$ cat config.mk
export PLATFORM = sky130hd
export DESIGN_NAME = csw_control_status
export DESIGN_NICKNAME = d
export VERILOG_FILES = /design/src/logic/csw_pkg.sv /design/src/logic/csw_reset_hold_timer.sv /design/src/logic/csw_control_status.sv
export SDC_FILE = /design/constraint.sdc
export NUM_CORES = 1
export LEC_CHECK = 0
export BUFFER_PORTS_ARGS = -buffer_cell sky130_fd_sc_hd__buf_2
export CORE_UTILIZATION = 65
export DETAILED_ROUTE_END_ITERATION = 7
export PLACE_DENSITY = 0.8
export SLEW_MARGIN = 20
export SYNTH_ARGS = -nofsm -noshare
export SYNTH_HDL_FRONTEND = slang
export SYNTH_SLANG_ARGS = --single-unit
$ cat constraint.sdc
create_clock -name clk_in -period 5.65 [get_ports clk_in]
set_input_delay 0.2825 -clock clk_in [delete_from_list [all_inputs] [get_ports clk_in]]
set_output_delay 0.2825 -clock clk_in [all_outputs]
set_load 0.05 [all_outputs]
$ cat src/logic/csw_pkg.sv
// Constants and types for the control/status and write-protect block
package csw_pkg;

    // Clock and timing
    localparam int CLK_FREQ_KHZ        = 250000;
    localparam int NV_WRITE_MS         = 5;
    localparam int NV_WRITE_CYCLES     = NV_WRITE_MS * CLK_FREQ_KHZ;
    localparam int RESET_UNIT_MS       = 50;
    localparam int RESET_UNIT_CYCLES   = RESET_UNIT_MS * CLK_FREQ_KHZ;
    localparam int CNT_W               = 27;

    // Delay multiples of the 50ms unit per select code
    localparam logic [2:0] DELAY_MULT_00 = 3'h1;
    localparam logic [2:0] DELAY_MULT_01 = 3'h2;
    localparam logic [2:0] DELAY_MULT_10 = 3'h4;
    localparam logic [2:0] DELAY_MULT_11 = 3'h6;

    // Bus decode
    localparam logic [6:0] DEV_SELECT    = 7'h52;
    localparam logic [7:0] REG_OFFSET    = 8'hFF;
    localparam logic [7:0] GLOBAL_ONLY   = 8'h02;

    // Register layout qxyst01r
    localparam int BIT_DSEL_HI  = 7;
    localparam int BIT_FLAG_A   = 6;
    localparam int BIT_FLAG_B   = 5;
    localparam int BIT_LOCK_HI  = 4;
    localparam int BIT_LOCK_LO  = 3;
    localparam int BIT_RWL      = 2;
    localparam int BIT_GWL      = 1;
    localparam int BIT_DSEL_LO  = 0;

    // Values after factory load
    localparam logic [1:0] LOCK_DEFAULT  = 2'h0;
    localparam logic [1:0] DSEL_DEFAULT  = 2'h1;

    // Locked region bases
    localparam logic [7:0] LOCK_QUARTER_BASE = 8'hC0;
    localparam logic [7:0] LOCK_HALF_BASE    = 8'h80;

    typedef enum logic [3:0] {
        ST_IDLE     = 4'h0,
        ST_DEV      = 4'h1,
        ST_DEV_ACK  = 4'h3,
        ST_ADDR     = 4'h2,
        ST_ADDR_ACK = 4'h6,
        ST_DATA     = 4'h7,
        ST_DATA_ACK = 4'h5,
        ST_READ     = 4'h4,
        ST_SKIP     = 4'hC
    } csw_fsm_e;

    typedef struct packed {
        logic       valid;
        logic [7:0] addr;
    } csw_ee_req_s;

    typedef struct packed {
        logic valid;
        logic nonvolatile;
    } csw_dcp_req_s;

    typedef struct packed {
        logic grant;
        logic abort;
    } csw_answer_s;

    typedef struct packed {
        csw_fsm_e             st;
        logic [3:0]           bitcnt;
        logic [7:0]           shreg;
        logic                 scl_q;
        logic                 sda_q;
        logic                 is_read;
        logic                 ack;
        logic                 data_seen;
        logic [7:0]           pend;
        logic                 gwl;
        logic                 rwl;
        logic                 flag_a;
        logic                 flag_b;
        logic [1:0]           lock;
        logic [1:0]           dsel;
        logic                 busy;
        logic [CNT_W-1:0]     nv_cnt;
        csw_answer_s          ee_ans;
        csw_answer_s          dcp_ans;
        logic                 sda_oe_n;
        logic                 sda_o;
    } csw_state_s;

    typedef struct packed {
        logic [CNT_W-1:0] cnt;
        logic             hold;
    } csw_timer_s;

endpackage

$ cat src/logic/csw_reset_hold_timer.sv
// Supply reset hold timer with selectable delay
`timescale 1ns/10ps
module csw_reset_hold_timer #(
    parameter int UNIT_CYCLES = csw_pkg::RESET_UNIT_CYCLES
) (
    // Clock and reset
    input  wire logic       clk_in,
    input  wire logic       rst_in,
    // Control
    input  wire logic       supply_ok_in,
    input  wire logic [1:0] delay_sel_in,
    // Status
    output logic            hold_out
);
    import csw_pkg::*;

    csw_timer_s             s_reg;
    csw_timer_s             s_next;
    logic [2:0]             mult;
    logic [CNT_W-1:0]       target;

    always_comb begin
        case (delay_sel_in)
            2'h0:    mult = DELAY_MULT_00;
            2'h1:    mult = DELAY_MULT_01;
            2'h2:    mult = DELAY_MULT_10;
            2'h3:    mult = DELAY_MULT_11;
            default: mult = DELAY_MULT_01;
        endcase
        target = CNT_W'(UNIT_CYCLES * int'(mult));
        s_next = s_reg;
        if (!supply_ok_in) begin
            // Any dip restarts the full delay
            s_next.cnt  = '0;
            s_next.hold = 1'b1;
        end else if (s_reg.cnt >= target - CNT_W'(1)) begin
            s_next.hold = 1'b0;
        end else begin
            s_next.cnt  = s_reg.cnt + CNT_W'(1);
            s_next.hold = 1'b1;
        end
    end

    always_ff @(posedge clk_in) begin
        if (rst_in) begin
            s_reg <= '{cnt: '0, hold: 1'b1};
        end else begin
            s_reg <= s_next;
        end
    end

    assign hold_out = s_reg.hold;

endmodule

$ cat src/logic/csw_control_status.sv
// Control/status register, 2-wire register access and write permission
`timescale 1ns/10ps
module csw_control_status #(
    parameter int NV_CYCLES    = csw_pkg::NV_WRITE_CYCLES,
    parameter int UNIT_CYCLES  = csw_pkg::RESET_UNIT_CYCLES
) (
    // Clock and power-cycle reset
    input  wire logic           clk_in,
    input  wire logic           rst_in,
    input  wire logic           factory_load_in,
    // 2-wire bus
    input  wire logic           scl_in,
    input  wire logic           sda_in,
    output logic                sda_out,
    output logic                sda_oe_n_out,
    // Protection and monitors
    input  wire logic           write_protect_in,
    input  wire logic           supply_ok_in,
    input  wire logic           monitor_a_reset_output_in,
    input  wire logic           monitor_b_reset_output_in,
    // Write permission requests
    input  wire csw_pkg::csw_ee_req_s  ee_req_in,
    input  wire csw_pkg::csw_dcp_req_s dcp_req_in,
    output csw_pkg::csw_answer_s       ee_ans_out,
    output csw_pkg::csw_answer_s       dcp_ans_out,
    // Status
    output logic [7:0]          control_status_out,
    output logic                busy_out,
    output logic                supply_reset_output_out
);
    import csw_pkg::*;

    csw_state_s     s_reg;
    csw_state_s     s_next;
    logic [7:0]     csr;
    logic [7:0]     byte_in;
    logic           scl_rise;
    logic           scl_fall;
    logic           bus_start;
    logic           bus_stop;
    logic           data_ok;
    logic           ee_locked;
    logic           hold;

    csw_reset_hold_timer #(
        .UNIT_CYCLES (UNIT_CYCLES)
    ) u_timer (
        .clk_in       (clk_in),
        .rst_in       (rst_in),
        .supply_ok_in (supply_ok_in),
        .delay_sel_in (s_reg.dsel),
        .hold_out     (hold)
    );

    // qxyst01r view of the register
    always_comb begin
        csr = '0;
        csr[BIT_DSEL_HI] = s_reg.dsel[1];
        csr[BIT_FLAG_A]  = s_reg.flag_a;
        csr[BIT_FLAG_B]  = s_reg.flag_b;
        csr[BIT_LOCK_HI] = s_reg.lock[1];
        csr[BIT_LOCK_LO] = s_reg.lock[0];
        csr[BIT_RWL]     = s_reg.rwl;
        csr[BIT_GWL]     = s_reg.gwl;
        csr[BIT_DSEL_LO] = s_reg.dsel[0];
    end

    assign byte_in   = {s_reg.shreg[6:0], sda_in};
    assign scl_rise  = scl_in & ~s_reg.scl_q;
    assign scl_fall  = ~scl_in & s_reg.scl_q;
    assign bus_start = scl_in & s_reg.scl_q & s_reg.sda_q & ~sda_in;
    assign bus_stop  = scl_in & s_reg.scl_q & ~s_reg.sda_q & sda_in;

    // Decision on the single data byte
    always_comb begin
        if (s_reg.busy) begin
            data_ok = 1'b0;
        end else if (byte_in[BIT_RWL]) begin
            data_ok = s_reg.gwl;
        end else if (s_reg.rwl && s_reg.gwl) begin
            data_ok = ~write_protect_in;
        end else begin
            // Only 00h/02h may touch the global latch on its own
            data_ok = ((byte_in & ~GLOBAL_ONLY) == 8'h00);
        end
    end

    always_comb begin
        case (s_reg.lock)
            2'h0:    ee_locked = 1'b0;
            2'h1:    ee_locked = (ee_req_in.addr >= LOCK_QUARTER_BASE);
            2'h2:    ee_locked = (ee_req_in.addr >= LOCK_HALF_BASE);
            2'h3:    ee_locked = 1'b1;
            default: ee_locked = 1'b1;
        endcase
    end

    always_comb begin
        s_next       = s_reg;
        s_next.scl_q = scl_in;
        s_next.sda_q = sda_in;
        s_next.sda_o = 1'b0;

        // Bus engine
        if (bus_start) begin
            s_next.st        = ST_DEV;
            s_next.bitcnt    = '0;
            s_next.data_seen = 1'b0;
            s_next.sda_oe_n  = 1'b1;
        end else if (bus_stop) begin
            s_next.st       = ST_IDLE;
            s_next.sda_oe_n = 1'b1;
            // One acked byte, then only the STOP's own clock rise
            if (!s_reg.is_read
                && s_reg.data_seen && s_reg.st == ST_DATA
                && s_reg.bitcnt == 4'h1) begin
                if (s_reg.pend[BIT_RWL]) begin
                    s_next.gwl = 1'b1;
                    s_next.rwl = 1'b1;
                end else if (s_reg.rwl && s_reg.gwl) begin
                    s_next.flag_a = s_reg.pend[BIT_FLAG_A]
                                    & monitor_a_reset_output_in;
                    s_next.flag_b = s_reg.pend[BIT_FLAG_B]
                                    & monitor_b_reset_output_in;
                    s_next.lock   = s_reg.pend[BIT_LOCK_HI:BIT_LOCK_LO];
                    s_next.dsel   = {s_reg.pend[BIT_DSEL_HI],
                                     s_reg.pend[BIT_DSEL_LO]};
                    s_next.gwl    = s_reg.pend[BIT_GWL];
                    s_next.busy   = 1'b1;
                    s_next.nv_cnt = '0;
                end else begin
                    s_next.gwl = s_reg.pend[BIT_GWL];
                end
            end
        end else begin
            case (s_reg.st)
                ST_DEV, ST_ADDR, ST_DATA: begin
                    if (scl_rise) begin
                        s_next.shreg  = byte_in;
                        s_next.bitcnt = s_reg.bitcnt + 4'h1;
                        if (s_reg.bitcnt == 4'h7) begin
                            s_next.bitcnt = '0;
                            if (s_reg.st == ST_DEV) begin
                                s_next.st      = ST_DEV_ACK;
                                s_next.is_read = byte_in[0];
                                s_next.ack     = (byte_in[7:1]
                                                  == DEV_SELECT);
                            end else if (s_reg.st == ST_ADDR) begin
                                s_next.st  = ST_ADDR_ACK;
                                s_next.ack = (byte_in == REG_OFFSET);
                            end else begin
                                s_next.st  = ST_DATA_ACK;
                                s_next.ack = ~s_reg.data_seen & data_ok;
                                if (!s_reg.data_seen && data_ok) begin
                                    s_next.pend      = byte_in;
                                    s_next.data_seen = 1'b1;
                                end else begin
                                    s_next.data_seen = 1'b0;
                                end
                            end
                        end
                    end
                end
                ST_DEV_ACK, ST_ADDR_ACK, ST_DATA_ACK: begin
                    if (scl_fall && s_reg.bitcnt == 4'h0) begin
                        s_next.bitcnt   = 4'h1;
                        s_next.sda_oe_n = ~s_reg.ack;
                    end else if (scl_fall) begin
                        s_next.bitcnt   = '0;
                        s_next.sda_oe_n = 1'b1;
                        if (!s_reg.ack) begin
                            s_next.st = ST_SKIP;
                        end else if (s_reg.st == ST_DEV_ACK
                                     && s_reg.is_read) begin
                            // Send bit 7 now, rest on later falls
                            s_next.st       = ST_READ;
                            s_next.sda_oe_n = csr[7];
                            s_next.shreg    = {csr[6:0], 1'b0};
                            s_next.bitcnt   = 4'h1;
                        end else if (s_reg.st == ST_DEV_ACK) begin
                            s_next.st = ST_ADDR;
                        end else begin
                            s_next.st = ST_DATA;
                        end
                    end
                end
                ST_READ: begin
                    if (scl_fall && s_reg.bitcnt == 4'h8) begin
                        // One byte only, then ignore until next START
                        s_next.sda_oe_n = 1'b1;
                        s_next.st       = ST_SKIP;
                    end else if (scl_fall) begin
                        s_next.sda_oe_n = s_reg.shreg[7];
                        s_next.shreg    = {s_reg.shreg[6:0], 1'b0};
                        s_next.bitcnt   = s_reg.bitcnt + 4'h1;
                    end
                end
                ST_IDLE, ST_SKIP: begin
                    s_next.sda_oe_n = 1'b1;
                end
                default: begin
                    s_next.st       = ST_IDLE;
                    s_next.sda_oe_n = 1'b1;
                end
            endcase
        end

        // Nonvolatile cycle timing
        if (s_reg.busy) begin
            s_next.nv_cnt = s_reg.nv_cnt + CNT_W'(1);
            if (s_reg.nv_cnt >= CNT_W'(NV_CYCLES - 1)) begin
                s_next.busy = 1'b0;
                s_next.rwl  = 1'b0;
            end
        end

        // Array write permission
        s_next.ee_ans = '0;
        if (ee_req_in.valid) begin
            s_next.ee_ans.grant = s_reg.gwl & ~write_protect_in
                                  & ~ee_locked & ~s_reg.busy;
            s_next.ee_ans.abort = ~(s_reg.gwl & ~write_protect_in
                                  & ~ee_locked & ~s_reg.busy);
            // A latch set by a commit in this same cycle wins
            if (ee_locked && s_next.rwl == s_reg.rwl) begin
                s_next.rwl = 1'b0;
            end
        end

        // Wiper write permission
        s_next.dcp_ans = '0;
        if (dcp_req_in.valid) begin
            s_next.dcp_ans.grant = s_reg.gwl & (s_reg.lock == 2'h0)
                & ~(dcp_req_in.nonvolatile & write_protect_in)
                & ~s_reg.busy;
            s_next.dcp_ans.abort = ~(s_reg.gwl & (s_reg.lock == 2'h0)
                & ~(dcp_req_in.nonvolatile & write_protect_in)
                & ~s_reg.busy);
        end

        // Flags follow their monitor outputs down
        s_next.flag_a = s_next.flag_a & monitor_a_reset_output_in;
        s_next.flag_b = s_next.flag_b & monitor_b_reset_output_in;
    end

    always_ff @(posedge clk_in) begin
        if (rst_in) begin
            // Power cycle: volatile state to zero, bus samples and SDA release high, lock/delay bits kept unless factory load
            s_reg          <= '0;
            s_reg.st       <= ST_IDLE;
            s_reg.scl_q    <= 1'b1;
            s_reg.sda_q    <= 1'b1;
            s_reg.sda_oe_n <= 1'b1;
            s_reg.lock     <= factory_load_in ? LOCK_DEFAULT
                                              : s_reg.lock;
            s_reg.dsel     <= factory_load_in ? DSEL_DEFAULT
                                              : s_reg.dsel;
        end else begin
            s_reg <= s_next;
        end
    end

    assign sda_out                 = s_reg.sda_o;
    assign sda_oe_n_out            = s_reg.sda_oe_n;
    assign ee_ans_out              = s_reg.ee_ans;
    assign dcp_ans_out             = s_reg.dcp_ans;
    assign control_status_out      = csr;
    assign busy_out                = s_reg.busy;
    assign supply_reset_output_out = hold;

endmodule

Word-level counts from Yosys, hierarchy flattened
Cells that the tools add are included.
{"block": "word_totals", "register_bits": 99, "output_inout_bits": 16, "word_cells": 217, "inputBits": 20}
{"block": "op_classes", "addsub": 4, "n_reduce_logical": 43, "eq_ne": 42, "order_cmp": 4, "mux": 57, "n_mul": 1, "bitwise": 40}
{"operator": "35-bit 2-to-1 mux", "count": 3}
{"operator": "34-bit 2-to-1 mux", "count": 2}
{"operator": "27-bit by 1-bit adder with 27-bit output, second input constant", "count": 2}
{"operator": "38-bit 2-to-1 mux", "count": 1}
{"operator": "12-bit 2-to-1 mux", "count": 3}
{"operator": "12-bit one-hot mux with 3 select lines", "count": 1}
{"operator": "6-bit AND reduction", "count": 6}
{"operator": "16-bit 2-to-1 mux", "count": 2}
{"operator": "28-bit 2-to-1 mux", "count": 1}
{"operator": "27-bit by 21-bit >= comparator with 1-bit output, second input constant", "count": 1}
{"operator": "27-bit >= comparator", "count": 1}
{"operator": "27-bit by 1-bit subtractor with 27-bit output, second input constant", "count": 1}
{"operator": "2-bit != test, second input constant", "count": 13}
{"operator": "1-bit 2-to-1 mux", "count": 23}
{"operator": "19-bit by 3-bit multiplier with 22-bit output, first input constant", "count": 1}
{"operator": "1-bit NOT", "count": 21}
{"operator": "4-bit by 3-bit equality test with 1-bit output, second input constant", "count": 5}
{"operator": "4-bit 2-to-1 mux", "count": 5}
{"operator": "4-bit != test, second input constant", "count": 5}
{"operator": "1-bit AND", "count": 19}
{"operator": "9-bit 2-to-1 mux", "count": 2}
{"operator": "8-bit >= comparator, second input constant", "count": 2}
{"operator": "8-bit 2-to-1 mux", "count": 2}
{"operator": "4-bit one-hot mux with 4 select lines", "count": 1}
{"operator": "other kinds (30)", "count": 68}

Depth between registers and ports, before layout
{"block": "logic_depth", "depth_word": 13, "mapped_depth": 12, "mapped_depth_nobuf": 10}

Modules after synthesis
Synthesis repeated with hierarchy kept, for this count alone.
{"block": "hier_totals", "hier_cells": 729, "area_unflattened_um2": 6174.7}
{"module": "csw_control_status", "cells_per_inst": 476, "area_per_inst_um2": 4052.6, "seq_area_each_um2": 1441.4, "instances": 1}
{"module": "csw_reset_hold_timer", "cells_per_inst": 253, "area_per_inst_um2": 2122.0, "seq_area_each_um2": 560.5, "instances": 1}

Worst setup path before layout
No wires, ideal clock.
{"block": "synth_timing", "path_kind": "reg2reg", "start": "register s_reg (netlist bit control_status_out[0])", "end": "register u_timer.s_reg[23] (netlist bit)", "required_ps": 5580, "setup_slack_ps": 2875, "period_less_slack_ps": 2775, "stages_incl_launch_ff": 11, "t_arrival_ps": 2705, "path_buffers": 1, "setup_ps": 70, "cell_sequence": "edfxtp_1 and2_1 inv_1 ha_1 and4_1 and3_4 a221o_1 a2111o_1 buf_6 or3_1 a21oi_1"}
{"block": "synth_via", "elab_chain_cells": 5, "word_cells_on_any_way": 8, "cone_classes": "1 x add/sub; 1 x mul; 1 x order compare; 3 x eq/ne; 1 x mux; 1 x reduce/logical"}
{"item": "from (decl)", "line": "csw_control_status.sv:33", "rtl": "csw_state_s s_reg;"}
{"item": "from (signal assigned)", "line": "csw_control_status.sv:259", "rtl": "s_reg <= s_next;"}
{"item": "2-bit equality test (tied with other cells)", "line": "csw_reset_hold_timer.sv:23", "rtl": "case (delay_sel_in)"}
{"item": "3-bit one-hot mux with 4 select lines *", "line": "csw_reset_hold_timer.sv:23"}
{"item": "19-bit by 3-bit multiplier with 22-bit output *", "line": "csw_reset_hold_timer.sv:30", "rtl": "target = CNT_W'(UNIT_CYCLES * int'(mult));"}
{"item": "27-bit by 1-bit subtractor with 27-bit output *", "line": "csw_reset_hold_timer.sv:36", "rtl": "end else if (s_reg.cnt >= target - CNT_W'(1)) begin"}
{"item": "27-bit >= comparator *", "line": "csw_reset_hold_timer.sv:36"}
{"item": "to (signal assigned)", "line": "csw_reset_hold_timer.sv:46", "rtl": "s_reg <= '{cnt: '0, hold: 1'b1};"}
{"item": "to (signal assigned)", "line": "csw_reset_hold_timer.sv:48", "rtl": "s_reg <= s_next;"}
{"item": "to (decl)", "line": "csw_reset_hold_timer.sv:17", "rtl": "csw_timer_s s_reg;"}
Every way passes the cells marked *; elsewhere a longest branch is shown, timed or not.
A chain may end at the register's enable or synchronous reset.

Worst setup path in the final report
{"block": "layout_timing", "start": "register s_reg (netlist bit control_status_out[0])", "end": "register u_timer.s_reg[20] (netlist bit)"}
The elaborated chain is that of the path after synthesis.

==> flow_summary.toml <==
[yosys]
synth_seq_cells = 98
synth_sequential_area_ratio_pct = 34.2
postSynth.topFlopCell = "sky130_fd_sc_hd__dfxtp_1"
asyncSetResetFlopFracSynth_pct = 0
syn-cell-area_um2 = 5850
post-synth-top-area-cell = "sky130_fd_sc_hd__dfxtp_1"
ys_warn_count = 0
synth_common_cells = "94 x sky130_fd_sc_hd__dfxtp_1, 67 x sky130_fd_sc_hd__a21oi_1, 60 x sky130_fd_sc_hd__nor2_1"
post-synth-top-count-cell = "sky130_fd_sc_hd__dfxtp_1"
synth-edff-count = 4
netlist-cell-type-count = 69
netlist_instances = 717
syn_area_per_cell_um2 = 8.15
synth.area.top_cells = "sky130_fd_sc_hd__dfxtp_1 32%, sky130_fd_sc_hd__ha_1 5.8%, sky130_fd_sc_hd__a21oi_1 5.7%"
yosysTopAreaCellShare_pct = 32.2

[pwr]
cellPowerDensity_nw_per_um2 = 213
power_mw = 1.31
peakVddDrop_mv = 0.155
p_leak_nw = 2.15

[clock_network]
cts.htree.levels = 3
tritoncts = "done"
cts.path.max_buffers = 2
numCtsBuffers = 9
clkSinkCount = 98
clk_root_buffer_cell = "sky130_fd_sc_hd__clkbuf_8"
cts.clk_slew.worst_paths_ps = 110
cts_hold_buffers = 0
postCtsResizedCells = 0
postCtsSetupRepairBufs = 0
worstSkewPairLatency_ps = 370

[timing]
report.final.hold_viol_count = 0
post-route-min-period_ps = 3430
slew_headroom_pct = 32.7
grt_setup_unrepaired = "false"
minimum_setup_slack_in_the_final_design_ps = 2220
post_route_setup_tns_ps = 0
worst-slew-pin-transition_ps = 1010
timing.final.max_slew_violations = 0
finalSetupViolations = 0
finalClockSkew_ps = 14.7
achievable-frequency_mhz = 292
timing.final.crit_share_pct = 60.6

[placed_design]
place_ws_ps = 2270
routabilityCongestion = 0.900
port_buffers = 28
hpwl_um = 10300
placed_cells_incl_taps = 813

[finish]
largest_reg_flops = 49
insertedDiodeCount = 0
drive_above_1_share_pct = 10.1
finish.utilization_pct = 70.3
final_cell_count_no_fill = 829
fill_cells = 724
number_of_nets_in_the_final_layout = 763
flow.area_growth_from_synthesis_pct = 4.82

[floorplanning]
die_w_um = 96.8
die_h_um = 96.8
core_um2 = 8720
core.rowCount = 34
floorplan.io_pins = 36
initial_core_util_pct = 67.0
dieArea_um2 = 9380

[global_routing]
antenna_found_initial = 0
globalRouteOverflowTotal = 0
grt_pass1_wl_um = 23700
global_route.usage.total_pct = 30.4
grt_start_max_net_pins = 62
grt_pass1_vias = 5179

[route]
wire_per_inst_um = 17.1
route.detailed.vias_per_inst = 6.68
detail_route.first_pass.iterations = 5
drt.antenna.violating_nets = 0
drt_first_iter_violations = 329
postRouteWirelength_um = 14200
drc = 0
routed-via-count = 5540

[setup_path]
timing.critical_path.required_ps = 5950
crit_family = "simple AND/OR/NAND/NOR gates"
cp_cell_sequence = "nor2_1 > inv_1 > ha_1 > a22o_1 > a211oi_1 > or4b_1 > nand4_1 > or4b_2 > a21oi_1"
worstPathArrival_ps = 3720
start_kind = "register"
timing.critical_path.slowest_stage_cell = "sky130_fd_sc_hd__or4b_2"
worstSetupPathType = "register to register"
cp_slowest_stage_delay_ps = 780
setup.worst_path.end_class = "register"
path_buf_inv = 1
path_max_fanout = 14

[worst_hold_path]
hold_class = "input pin to register"

[outcome]
status = "finished, final reports clean"

[job]
cap_violations = 0
cell families (layout without fill, tap and decap cells):
kind of cell	after synthesis	after routing	share of synthesized area, %
AO/OA/AOI/OAI	188	188	20.5
XOR/XNOR	5	5	0.749
adder cells (fa/ha/maj)	27	27	5.78
buffers and inverters	66	65	5.44
flip-flops	98	98	34.2
multiplexers	18	18	3.15
other	2	7	0.128
AND/OR/NAND/NOR	313	313	30.0
worst paths after layout:
kind                                             from                end  slack [ps]  depth (start not counted)
worst max-delay path            control_status_out[0]  u_timer.s_reg[20]        2220                          9
worst max register to register  control_status_out[0]  u_timer.s_reg[20]        2220                          9
worst min-delay path                 write_protect_in      ee_ans_out[1]         140                          2
worst min register to register              s_reg[49]          s_reg[49]         500                          2
per-layer routing:
layer	share of wire, %	global-route usage [%]	up-vias
met5	0	0	-
met4	2.1	12.3	0
met3	5.4	3.83	37
met2	50	52.7	197
met1	43	38.2	2633
li1	-	-	2673
layout by cell type, fill, tap and decap left out, types with 5 or more instances in the layout:
cell	instances
sky130_fd_sc_hd__nand4_1	17
sky130_fd_sc_hd__nor2b_1	10
sky130_fd_sc_hd__a21o_1	6
sky130_fd_sc_hd__a21oi_1	67
sky130_fd_sc_hd__and2_1	7
sky130_fd_sc_hd__and3b_1	5
sky130_fd_sc_hd__nand3_1	40
sky130_fd_sc_hd__o31ai_1	8
sky130_fd_sc_hd__a211oi_1	15
sky130_fd_sc_hd__a31oi_1	7
sky130_fd_sc_hd__dfxtp_1	94
sky130_fd_sc_hd__nand2b_1	8
sky130_fd_sc_hd__or2_2	11
sky130_fd_sc_hd__or3_1	23
sky130_fd_sc_hd__nand4b_1	5
sky130_fd_sc_hd__and4_1	8
sky130_fd_sc_hd__nand3b_1	11
sky130_fd_sc_hd__conb_1	7
sky130_fd_sc_hd__nor3b_1	5
sky130_fd_sc_hd__or4_1	9
sky130_fd_sc_hd__nor2_1	60
sky130_fd_sc_hd__nor4_1	8
sky130_fd_sc_hd__o21ai_0	33
sky130_fd_sc_hd__o211ai_1	12
sky130_fd_sc_hd__buf_2	28
sky130_fd_sc_hd__mux2i_1	15
sky130_fd_sc_hd__nor3_1	19
sky130_fd_sc_hd__a22oi_1	9
sky130_fd_sc_hd__inv_1	19
sky130_fd_sc_hd__ha_1	27
sky130_fd_sc_hd__nand2_1	42
sky130_fd_sc_hd__clkbuf_8	10
sky130_fd_sc_hd__and3_1	14
per-stage QoR:
step	hold slack (ps)	area (um2)
after floorplan	361	5860
after global placement	471	5910
after detailed placement	482	5910
after CTS	133	6130
after global routing	134	6130
final	138	6130
where the power goes:
part / internal, mW / switching [mW]
clock network: 0.227 / 0.269
registers: 0.703 / 0.0139
logic: 0.0313 / 0.0627
total: 0.962 / 0.346
area by class of cell:
class / count / area, um2 / area share, %
timing repair buffer: 30 / 155 / 2.53
inverter: 19 / 71.3 / 1.16
tap: 108 / 135 / 2.21
clock inverter: 6 / 81.3 / 1.33
sequential: 98 / 2000 / 32.7
multi-input combinational: 558 / 3540 / 57.9
clock buffer: 10 / 138 / 2.25
(Power assumes the default switching activity.)
